File: config.mk
export PLATFORM = sky130hd
export DESIGN_NAME = comparator_event_debouncer
export DESIGN_NICKNAME = d
export VERILOG_FILES = /design/src/comparator_event_debouncer.v /design/src/sync2.v /design/src/event_detect.v
export VERILOG_INCLUDE_DIRS = /design/src
export SDC_FILE = /design/constraint.sdc
export NUM_CORES = 1
export LEC_CHECK = 0
export BUFFER_PORTS_ARGS = -buffer_cell sky130_fd_sc_hd__buf_4
export CAP_MARGIN = 25
export CORE_MARGIN = 4
export CORE_UTILIZATION = 39
export DETAILED_ROUTE_END_ITERATION = 6
export GPL_ROUTABILITY_DRIVEN = 0
export PLACE_DENSITY = 0.8
export REMOVE_ABC_BUFFERS = 1
export SLEW_MARGIN = 5
export SYNTH_ARGS = -nofsm -noshare
export SYNTH_HDL_FRONTEND = slang
export SYNTH_SLANG_ARGS = --single-unit
File: constraint.sdc
create_clock -name pclk -period 2.9 [get_ports pclk]
set_input_delay 0.725 -clock pclk [delete_from_list [all_inputs] [get_ports pclk]]
set_output_delay 0.725 -clock pclk [all_outputs]
set_load 0.01 [all_outputs]
File: src/comparator_consts.vh
// Operation
// Sample comparator output every clock and detect the selected mode condition.
// Debounced modes wait two timer overflows after a transition, then re-sample.
// Re-sample matching expected level sets the flag; mismatch discards the event.
// Debounced flag follows the edge by one to two overflow periods.
// In idle the logic stops unless idle operation enable (bit 5) is set.
// Idle operation plus enabled interrupt lets a comparator event wake the CPU.
// Power-down always disables comparator and event logic.
// Flag bit 4 sets only with enable and condition met; software clears it. Here a software write of 1 also sets it.
// Interrupt request needs interrupt enable register bit 6.
// Enable bit 3 cleared forces output low and blocks new events.
// Enable bit set disables digital inputs of both analog pins.
// Mode field: low, rise, dbl toggle, dbl rise, fall, toggle, dbl fall, high.
// Software keeps Timer 1 running with the desired filter overflow period.
// Software masks interrupt while settling and clears flag before enabling.
// Output is high when positive input exceeds negative input.
// Edges compare current and previous sample; levels flag every matching clock.
`ifndef COMPARATOR_CONSTS_VH
`define COMPARATOR_CONSTS_VH
`define CTRL_STATUS_OFFSET 12'h097
`define CTRL_STATUS_ADDR   12'h25C
`define IRQ_STATUS_ADDR    12'h260
`define IRQ_MASK_ADDR      12'h264
`define STATE_ADDR         12'h268
`define CTRL_RESET         8'h00
`define BIT_MODE_LSB       0
`define BIT_ENABLE         3
`define BIT_FLAG           4
`define BIT_IDLE_OP        5
`define BIT_IE_COMP        6
`define MODE_LOW           3'h0
`define MODE_RISE          3'h1
`define MODE_DB_TOGGLE     3'h2
`define MODE_DB_RISE       3'h3
`define MODE_FALL          3'h4
`define MODE_TOGGLE        3'h5
`define MODE_DB_FALL       3'h6
`define MODE_HIGH          3'h7
`define DEBOUNCE_OVERFLOWS 2'h2
`endif

File: src/comparator_event_debouncer.v
// Implementation choice: the APB register port.
`timescale 1ns/10ps
`include "comparator_consts.vh"
module comparator_event_debouncer (
	input  wire        pclk,
	input  wire        presetn,
	input  wire        psel,
	input  wire        penable,
	input  wire        pwrite,
	input  wire [11:0] paddr,
	input  wire [31:0] pwdata,
	output wire        pready,
	output reg  [31:0] prdata,
	output wire        pslverr,
	input  wire        comparator_raw,
	input  wire        t1_overflow,
	input  wire        cpu_idle,
	input  wire        cpu_power_down,
	input  wire [7:0]  interrupt_enable_register,
	output wire        comparator_out,
	output wire        comparator_irq_req,
	output wire        idle_wakeup,
	output wire        analog_pins_digital_disable,
	output wire        comparator_power_on,
	output wire        irq
);
	reg  [7:0] ctrl_reg;
	reg  [1:0] ists_reg;
	reg  [1:0] imask_reg;
	wire       cmp_sync;
	wire       hit;
	wire       pending;
	wire       enable  = ctrl_reg[`BIT_ENABLE];
	wire       idle_op = ctrl_reg[`BIT_IDLE_OP];
	wire       flag    = ctrl_reg[`BIT_FLAG];
	wire       active  = enable & ~cpu_power_down & (~cpu_idle | idle_op);
	wire       wr = psel & penable & pwrite;
	wire       rd_ok = (paddr == `CTRL_STATUS_ADDR) | (paddr == `IRQ_STATUS_ADDR)
		| (paddr == `IRQ_MASK_ADDR) | (paddr == `STATE_ADDR);
	wire       wr_ctrl = wr & (paddr == `CTRL_STATUS_ADDR);
	wire       set_flag = hit & enable;
	wire       flag_rise = set_flag & ~flag;

	// Analog result arrives asynchronously; 1 means positive above negative
	sync2 u_sync (
		.pclk    (pclk),
		.presetn (presetn),
		.d       (comparator_raw),
		.q       (cmp_sync)
	);

	// Disabled comparator reads low so no stale edge can appear later
	wire sample = cmp_sync & active;

	event_detect u_detect (
		.pclk        (pclk),
		.presetn     (presetn),
		.run         (active),
		.mode        (ctrl_reg[2:0]),
		.sample      (sample),
		.t1_overflow (t1_overflow),
		.event_hit   (hit),
		.pending     (pending)
	);

	assign pready  = 1'b1;
	assign pslverr = psel & penable & ~rd_ok;
	assign comparator_out = sample;
	assign comparator_irq_req = flag & interrupt_enable_register[`BIT_IE_COMP];
	assign idle_wakeup = comparator_irq_req & cpu_idle & idle_op & ~cpu_power_down;
	assign analog_pins_digital_disable = enable;
	assign comparator_power_on = active;
	assign irq = |(ists_reg & imask_reg);

	always @(posedge pclk or negedge presetn) begin
		if (!presetn) begin
			ctrl_reg  <= `CTRL_RESET;
			ists_reg  <= 2'h0;
			imask_reg <= 2'h0;
		end else begin
			if (wr_ctrl) begin
				ctrl_reg[7:6] <= 2'h0;
				ctrl_reg[5]   <= pwdata[5];
				ctrl_reg[3:0] <= pwdata[3:0];
			end
			// Set wins over a software clear in the same cycle
			if (set_flag) begin
				ctrl_reg[`BIT_FLAG] <= 1'b1;
			end else if (wr_ctrl) begin
				ctrl_reg[`BIT_FLAG] <= pwdata[`BIT_FLAG];
			end
			if (wr & (paddr == `IRQ_MASK_ADDR)) begin
				imask_reg <= pwdata[1:0];
			end
			ists_reg[0] <= flag_rise | (ists_reg[0]
				& ~(wr & (paddr == `IRQ_STATUS_ADDR) & pwdata[0]));
			ists_reg[1] <= (wr_ctrl & ~pwdata[`BIT_ENABLE] & enable) | (ists_reg[1]
				& ~(wr & (paddr == `IRQ_STATUS_ADDR) & pwdata[1]));
		end
	end

	always @* begin
		case (paddr)
		`CTRL_STATUS_ADDR: prdata = {24'h000000, ctrl_reg};
		`IRQ_STATUS_ADDR:  prdata = {30'h0, ists_reg};
		`IRQ_MASK_ADDR:    prdata = {30'h0, imask_reg};
		`STATE_ADDR:       prdata = {29'h0, active, pending, sample};
		default:           prdata = 32'h00000000;
		endcase
	end
endmodule

File: src/sync2.v
`timescale 1ns/10ps
module sync2 (
	input  wire pclk,
	input  wire presetn,
	input  wire d,
	output reg  q
);
	reg meta_reg;
	always @(posedge pclk or negedge presetn) begin
		if (!presetn) begin
			meta_reg <= 1'b0;
			q        <= 1'b0;
		end else begin
			meta_reg <= d;
			q        <= meta_reg;
		end
	end
endmodule

File: src/event_detect.v
`timescale 1ns/10ps
`include "comparator_consts.vh"
module event_detect (
	input  wire       pclk,
	input  wire       presetn,
	input  wire       run,
	input  wire [2:0] mode,
	input  wire       sample,
	input  wire       t1_overflow,
	output reg        event_hit,
	output wire       pending
);
	reg       prev_reg;
	reg       wait_reg;
	reg       expect_reg;
	reg [1:0] ovf_reg;
	wire rise = sample & ~prev_reg;
	wire fall = ~sample & prev_reg;
	wire deb  = (mode == `MODE_DB_TOGGLE) | (mode == `MODE_DB_RISE) | (mode == `MODE_DB_FALL);
	reg  trans;
	assign pending = wait_reg;
	always @* begin
		case (mode)
		`MODE_DB_TOGGLE: trans = rise | fall;
		`MODE_DB_RISE:   trans = rise;
		`MODE_DB_FALL:   trans = fall;
		default:         trans = 1'b0;
		endcase
	end
	always @* begin
		case (mode)
		`MODE_LOW:    event_hit = run & ~sample;
		`MODE_HIGH:   event_hit = run & sample;
		`MODE_RISE:   event_hit = run & rise;
		`MODE_FALL:   event_hit = run & fall;
		`MODE_TOGGLE: event_hit = run & (rise | fall);
		default:      event_hit = run & wait_reg & (ovf_reg == `DEBOUNCE_OVERFLOWS)
				& (sample == expect_reg);
		endcase
	end
	always @(posedge pclk or negedge presetn) begin
		if (!presetn) begin
			prev_reg   <= 1'b0;
			wait_reg   <= 1'b0;
			expect_reg <= 1'b0;
			ovf_reg    <= 2'h0;
		end else if (!run) begin
			// Stopped logic forgets pending debounces
			wait_reg <= 1'b0;
			ovf_reg  <= 2'h0;
			prev_reg <= sample;
		end else begin
			prev_reg <= sample;
			if (!deb) begin
				wait_reg <= 1'b0;
			end else if (wait_reg) begin
				if (ovf_reg == `DEBOUNCE_OVERFLOWS) begin
					wait_reg <= 1'b0;
					ovf_reg  <= 2'h0;
				end else if (t1_overflow) begin
					ovf_reg <= ovf_reg + 2'h1;
				end
			end else if (trans) begin
				wait_reg   <= 1'b1;
				expect_reg <= sample;
				ovf_reg    <= 2'h0;
			end
		end
	end
endmodule

Word-level counts from Yosys, hierarchy flattened
Cells that the tools add are included.
W data, S select, Z words.

word-level totals
  word-level logic and storage cells = 99
  input port bits = 61
  bits in registers = 17
  output and inout port bits = 40

operators by class
  $add $sub $neg = 1
  bitwise logic cells = 51
  mux-type cells = 16
  eq/ne operators = 16
  reduce and logical (&&, ||, !) cells = 5

operator list
  cell                    count
  $eq A12 B10 Y1 const B  4
  $and A1 B1 Y1           31
  $pmux W6 S4             1
  $eq A3 B3 Y1 const B    4
  $mux W2                 6
  $not A1 Y1              10
  $or A1 B1 Y1            9
  $mux W1                 7
  $eq A3 B2 Y1 const B    2
  $pmux W1 S5             1
  $ne A4 B4 Y1 const B    1
  $reduce_and A4 Y1       1
  $eq A3 B1 Y1 const B    1
  $logic_not A3 Y1        1
  $ne A3 B1 Y1 const B    1
  $pmux W1 S3             1
  $reduce_and A3 Y1       1
  $add A2 B1 Y2 const B   1
  $and A2 B2 Y2           1
  $eq A2 B2 Y1 const B    1
  $ne A2 B1 Y1 const B    1
  $reduce_bool A2 Y1      1
  $reduce_or A2 Y1        1
  $eq A1 B1 Y1            1

Longest topological paths before layout
Gate-level depths: netlist of the first run.

  word-level depth = 12
  depth in mapped cells = 10

Modules after synthesis
A second synthesis of the first run with hierarchy kept.

second synthesis, totals
  cell total of the unflattened synthesis = 134
  area, all modules = 1,348.8 µm²

modules (own cells, without submodules)
  module                      instances  cells each  area an instance (µm²)
  comparator_event_debouncer  1          90          919.6
  event_detect                1          42          379.1
  sync2                       1          2           50.0

Worst setup path before layout of the first run
Ideal clock, no wire load.

  path kind = input -> output
  start point = input paddr[1]
  end point = output prdata[0]
  arrival = 2.055 ns
  setup slack = 0.120 ns
  buffers on the path = 0
  cell stages on the path = 4
  required time = 2.175 ns
  cells stage by stage = or4b_4 or3_4 o22a_2 o21ai_0

between the ends
  longest elaborated chain between the ends = 2

RTL lines
  element             RTL line                          RTL
  start: declaration  comparator_event_debouncer.v:10   input wire [11:0] paddr,
  $eq A12 B10 Y1      comparator_event_debouncer.v:103  case (paddr)
  $pmux W6 S4 (*)     comparator_event_debouncer.v:103
  end: declaration    comparator_event_debouncer.v:13   output reg [31:0] prdata,

Every way passes the cells marked *; elsewhere a longest branch is shown, timed or not.

Worst setup path after layout of the first run
Ends and elaborated chain as after synthesis.

==> results of run 1 <==
[metal layers]
layer / track usage [%] / share of wire (%)
met2: 22.35 / 51
met4: 1.554 / 0.39
met5: 0 / 0
met3: 4.274 / 7.3
met1: 14.67 / 41
[cells in the final DEF (no fill, tap or decap), types with 2 or more instances in the layout]
master,Yosys,routed
buf_4,27,45
conb_1,2,27
dfrtp_1,17,17
nand2_1,14,14
inv_1,8,8
mux2_2,7,7
nor2_1,6,6
nand3_1,4,4
and2_1,4,4
a32o_1,4,4
nor2b_1,3,3
o21ai_0,4,3
and3_1,3,3
clkbuf_4,0,3
nor4b_1,2,2
mux2i_1,2,2
a22o_1,2,2
a211oi_1,2,2
nor3b_1,2,2
ha_1,2,2
[cell type report]
type | count | area (um^2) | area share [%]
clock buffers | 3 | 22.52 | 1.430
clock inverters | 1 | 5.005 | 0.3177
inverters | 8 | 30.03 | 1.906
multi-input cells | 107 | 699.4 | 44.40
flip-flops and latches | 17 | 425.4 | 27.01
well taps | 44 | 55.05 | 3.495
repair buffers | 45 | 337.8 | 21.45
[power breakdown]
part	internal [mW]	total [mW]	switching (mW)
sequential	0.238	0.240	0.00167
clock	0.0513	0.123	0.0717
combinational	0.0297	0.0638	0.0342
total	0.319	0.427	0.108
[stage by stage]
step,utilization (%),setup slack [ns]
floorplan,-,0.1200
global placement,50.16,-0.04426
detailed placement,50.16,-0.05225
CTS,51.18,0.01302
global route,51.18,-0.02105
finish,51.18,0.02399
[cell families after synthesis]
logic type | synth area share (%)
and+or+nand+nor | 22.44
buffers and inverters | 19.19
AOI/OAI and AO/OA | 12.80
DFF | 33.46
muxes | 9.548
adders and majority gates | 1.968
other | 0.5908
[worst paths after layout]
path / from / slack [ns] / end
worst max-delay path: paddr[1] / 0.02 / prdata[0]
worst max register to register: ctrl_reg[3]$_DFFE_PN0P_ / 0.85 / ists_reg[0]$_DFF_PN0_
worst min register to register: u_sync.meta_reg$_DFF_PN0_ / 0.36 / u_sync.q$_DFF_PN0_
worst min-delay path: presetn / 0.28 / u_detect.pending$_DFF_PN0_
max in group asynchronous: presetn / 2.43 / imask_reg[1]$_DFFE_PN0P_
min in group pclk: u_sync.meta_reg$_DFF_PN0_ / 0.36 / u_sync.q$_DFF_PN0_
==> impl_metrics.csv, run 1 <==
group,metric,value,unit
setup_path,rr_worst_depth,7,
drt,wire_per_inst,11.49,um
drt,drt_iter0_markers,18,
synthesis,synth.most_common_cell,"buf_4",
die,start_util,41.30,%
drt,ant_nets,0,
synthesis,ys_top_cells_by_area,"dfrtp_1, buf_4, mux2_2",
clocking,postCtsSetupRepairBufs,0,
finish,fin_area,0.001575,mm^2
setup_path,cp_top_family,"simple AND/OR/NAND/NOR gates",
die,core,0.003078,mm^2
placed_design,hpwl,2.167,mm
setup_path,arrival,2.15,ns
grt,grt_pass1_vias,963,
synthesis,ys_types,39,
grt,grt_usage,12.42,%
setup_path,cp.required,2.17,ns
sta,totalNegativeSetupSlack,0,ns
die,die_y,65.09,um
finish,n_antenna_cell,0,
setup_path,crit_fanout,2,
finish,drive_above_1_share,36.46,%
finish,largest_register_ffs,6,
drt,via_count,1020,
die,io_pins,101,
setup_path,cpPeakStageDelay,0.53,ns
clocking,cts_resized,2,
drt,drc,0,
setup_path,path_depth,6,
clocking,h-tree-depth,1,
finish,nNetsFinal,245,
placed_design,portBuffers,40,
synthesis,synthFlopType,"dfrtp_1",
power_and_ir_drop,p_total,0.4268,mW
synthesis,synth_cells,137,
setup_path,crit_buf_inv,2,
setup_path,crit_path_end_kind,"output pin",
power_and_ir_drop,ir_worst_vdd,0.2179,mV
sta,min_period,2.876,ns
clocking,cts_tree,"yes",
sta,setup_viol,0,
sta,hold_ws,0.2778,ns
sta,fmax,0.3477,GHz
placed_design,post_dp_cell_area,0.001544,mm^2
sta,period_share,99.17,%
die,num_rows,20,
setup_path,cpMaxStageDelayCell,"or4b_4",
clocking,cts_num_sinks,17,
clocking,cts_max_path_buffers,2,
synthesis,ys_async_sr_fraction,100.0,%
sta,rsz0062_at_grt,"true",
power_and_ir_drop,leakagePower,0.7789,nW
synthesis,synth_edf_count,0,
sta,hold_violations,0,
setup_path,crit_path_cell_trace,"buf_4, or4b_4, or3_4, o22a_2, o21ai_2, buf_4",
synthesis,syn_avg_cell_area,9.279,um^2
grt,overflow,0,
synthesis,yosysWarningCount,0,
die,die_area,0.004237,mm^2
synthesis,synth_top_cells_by_count,"buf_4, dfrtp_1, nand2_1, inv_1, mux2_2",
setup_path,crit_path_frequent_cell,"buf_4",
synthesis,ys_seq_elements,17,
sta,fin_skew,0.005318,ns
clocking,cts_buffers,3,
grt,antenna_found_initial,0,
drt,via_per_inst,4.533,
clocking,cts_root_buf,"clkbuf_4",
synthesis,netlist_area,0.001271,mm^2
die,dieWidth,65.09,um
finish,area_delta_synth_final,23.92,%
hold_path,min_path_type,"primary input to asynchronous set/reset pin",
finish,final-instance-count-excl-fill,225,
clocking,clkSlewWorstSetupHoldPaths,0.10,ns
placed_design,dp.cells,221,
run,maxCapViolations,0,
setup_path,startpoint_type,"primary input",
synthesis,yosysTopAreaCell,"dfrtp_1",
clocking,cts_hold_buf,0,
sta,slew_viol_final,0,
synthesis,synth_seq_area_share,33.46,%
setup_path,critPathKind,"primary input to output pin",
power_and_ir_drop,p_per_area,271.0,mW/mm^2
drt,wirelength,2.586,mm
synthesis,synth_top_area_share,33.46,%
finish,nFillCells,301,
run_status,status,"finished clean",
grt,grt_pass1_wl,4.188,mm
drt,drt-pass1-iter-count,4,
clocking,insertion_delay,0.29,ns
grt,grt_max_degree,18,
Note: power is estimated with default switching activity, not from simulation.
==> inputs of run 2 (changes only) <==
- ABC_AREA: default -> 1
- CORE_UTILIZATION: 39 -> 30
- PLACE_DENSITY: 0.8 -> default
==> run 2 against run 1 <==
  * Non-clock buffer count down 5
  * Clock skew down 0.0037 ns
  * Critical path depth up 1
  * Sequential share of layout area down 1.6 points
  * Combinational power up 18%
  * Setup slack better by 0.40 ns
  * Core utilization down 13 points
  * Sequential cell count unchanged
  * Wire length up 8.8%
  * Global-route usage down 2.3 points
  * Cell count up 26%
  * Cell area up 6.1%
==> impl_metrics.csv, run 2 <==
group,metric,value,unit
run_status,status,"finished clean",
die,dieWidth,75.86,um
finish,largest_register_ffs,6,
setup_path,startpoint_type,"primary input",
power_and_ir_drop,p_sw,0.1201,mW
setup_path,r2r_end,"u_detect.ovf_reg[0]$_DFFE_PN0P_",
drt,wire_per_inst,9.908,um
finish,area_delta_synth_final,21.01,%
setup_path,crit_path_end_kind,"output pin",
clocking,cts_tree,"yes",
power_and_ir_drop,p_sw_share,24.60,%
setup_path,r2r_start,"ctrl_reg[3]$_DFFE_PN0P_",
drt,drt_iter0_markers,57,
clocking,h-tree-depth,1,
finish,final_cell_mix,"buf_4, nand2_1, inv_1, conb_1, nand3_1",
synthesis,ys_types,28,
synthesis,synth_cells,191,
power_and_ir_drop,p_per_area,292.1,mW/mm^2
clocking,cts_root_buf,"clkbuf_8",
sta,slew_viol_final,0,
sta,min_period,2.480,ns
clocking,postCtsSetupRepairBufs,0,
synthesis,synth_edf_count,0,
power_and_ir_drop,internal_power,0.3682,mW
synthesis,yosysWarningCount,0,
drt,via_count,1213,
setup_path,arrival,1.76,ns
power_and_ir_drop,leakagePower,0.8709,nW
finish,multi_input_area,714.4,um^2
die,io_pins,101,
grt,antenna_found_initial,0,
power_and_ir_drop,combPwrFrac,15.5,%
setup_path,rr_worst_depth,12,
grt,grt_max_degree,18,
clocking,cts_hold_buf,0,
grt,grt_pass1_wl,4.574,mm
synthesis,syn_avg_cell_area,7.232,um^2
sta,hold_violations,0,
clocking,cts_max_path_buffers,2,
synthesis,synth.most_common_cell,"nand2_1",
clocking,insertion_delay,0.24,ns
grt,grt_usage,10.10,%
synthesis,synth_top_area_share,30.80,%
synthesis,synth_seq_area_share,30.80,%
setup_path,cp-endpoint,"prdata[2]",
die,die_area,0.005754,mm^2
finish,final_common_cell,"buf_4",
power_and_ir_drop,ir_worst_vdd,0.1868,mV
setup_path,cp.required,2.17,ns
synthesis,ys_seq_elements,17,
sta,totalNegativeSetupSlack,0,ns
sta,rsz0062_at_grt,"false",
synthesis,synthFlopType,"dfrtp_1",
setup_path,startpoint,"paddr[1]",
synthesis,ys_top_cells_by_area,"dfrtp_1, buf_4, nand2_1",
power_and_ir_drop,pwr-share-clk,35.3,%
drt,drc,0,
die,start_util,31.29,%
sta,fmax,0.4032,GHz
sta,setup_viol,0,
drt,ant_nets,0,
finish,n_antenna_cell,0,
power_and_ir_drop,p_total,0.4883,mW
synthesis,ys_async_sr_fraction,100.0,%
setup_path,critPathKind,"primary input to output pin",
drt,via_per_inst,4.271,
synthesis,netlist_area,0.001381,mm^2
placed_design,portBuffers,40,
synthesis,yosysTopAreaCell,"dfrtp_1",
sta,fin_skew,0.001571,ns
placed_design,hpwl,2.396,mm
clocking,cts_resized,0,
drt,drt-pass1-iter-count,4,
die,num_rows,24,
hold_path,min_path_type,"primary input to asynchronous set/reset pin",
finish,register_area,425.4,um^2
clocking,cts_num_sinks,17,
die,core,0.004414,mm^2
run,maxCapViolations,0,
setup_path,crit_fanout,5,
power_and_ir_drop,p_seq_share,49.2,%
clocking,clkSlewWorstSetupHoldPaths,0.06,ns
finish,nNetsFinal,296,
finish,drive_above_1_share,26.29,%
synthesis,synth_top_cells_by_count,"nand2_1, buf_4, inv_1, nand3_1, dfrtp_1",
die,die_y,75.86,um
drt,wirelength,2.814,mm
clocking,cts_buffers,3,
sta,period_share,85.53,%
setup_path,r2r_slack,0.97,ns
finish,nFillCells,467,
grt,grt_pass1_vias,1085,
grt,overflow,0,
[run 2: layer usage]
| metal | vias to the layer above | track usage, % | part of all wire [%] |
|---|---|---|---|
| li1 | 645 | - | - |
| met1 | 518 | 14.73 | 47 |
| met2 | 48 | 14.83 | 42 |
| met3 | 2 | 1.979 | 10 |
| met4 | 0 | 3.301 | 0.36 |
| met5 | - | 0 | 0 |
[run 2: worst min-delay path by stage]
| stage | end | from | cells after the start | slack, ns |
|---|---|---|---|---|
| global placement | u_sync.q$_DFF_PN0_ | u_sync.meta_reg$_DFF_PN0_ | 0 | 0.33 |
| floorplan | u_sync.q$_DFF_PN0_ | u_sync.meta_reg$_DFF_PN0_ | 0 | 0.33 |
| global route | u_detect.prev_reg$_DFF_PN0_ | presetn | 1 | 0.34 |
| detailed placement | u_sync.q$_DFF_PN0_ | u_sync.meta_reg$_DFF_PN0_ | 0 | 0.34 |
| CTS | u_detect.pending$_DFF_PN0_ | presetn | 1 | 0.34 |
| finish | u_detect.pending$_DFF_PN0_ | presetn | 1 | 0.33 |
[run 2: power groups by stage]
stage,logic [mW],registers (mW),clock network (mW)
6_report,0.0756,0.240,0.172
5_1_grt,0.0871,0.240,0.192
4_1_cts,0.0762,0.240,0.180
3_5_place_dp,0.0760,0.245,0
3_3_place_gp,0.0752,0.245,0
2_1_floorplan,0.0344,0.245,0
[run 2: through the flow]
step,utilization (%),hold WS [ns],instance area [um^2],std cells,worst slack [ns]
final,37.87,0.3325,1672,284,0.4197
after global routing,37.87,0.3417,1672,284,0.2949
after CTS,37.87,0.3416,1672,284,0.4052
after detailed placement,36.85,0.3418,1627,280,0.4091
after global placement,36.85,0.3329,1627,280,0.3880
after floorplan,-,0.3312,1261,188,0.7359
[run 2: layout make-up]
cell class	count	share of cell area, %
Inverter	31	7.260
Sequential cell	17	25.45
Tap cell	52	3.892
Timing Repair Buffer	40	17.96
Multi-Input combinational cell	140	42.74
Clock buffer	4	2.695
[run 2: cells by family after synthesis]
family,share of synthesized area [%]
AO/OA/AOI/OAI,7.066
adder cells (fa/ha/maj),1.811
buffers and inverters,24.28
flip-flops,30.80
other,0.5437
AND/OR/NAND/NOR,35.51
[run 2: worst max-delay path: stages]
cell and delay, ns:
buf_4 0.12, nor2_4 0.13, nand3_2 0.09, nor2_4 0.15
nand2_1 0.17, o22ai_1 0.21, buf_4 0.15
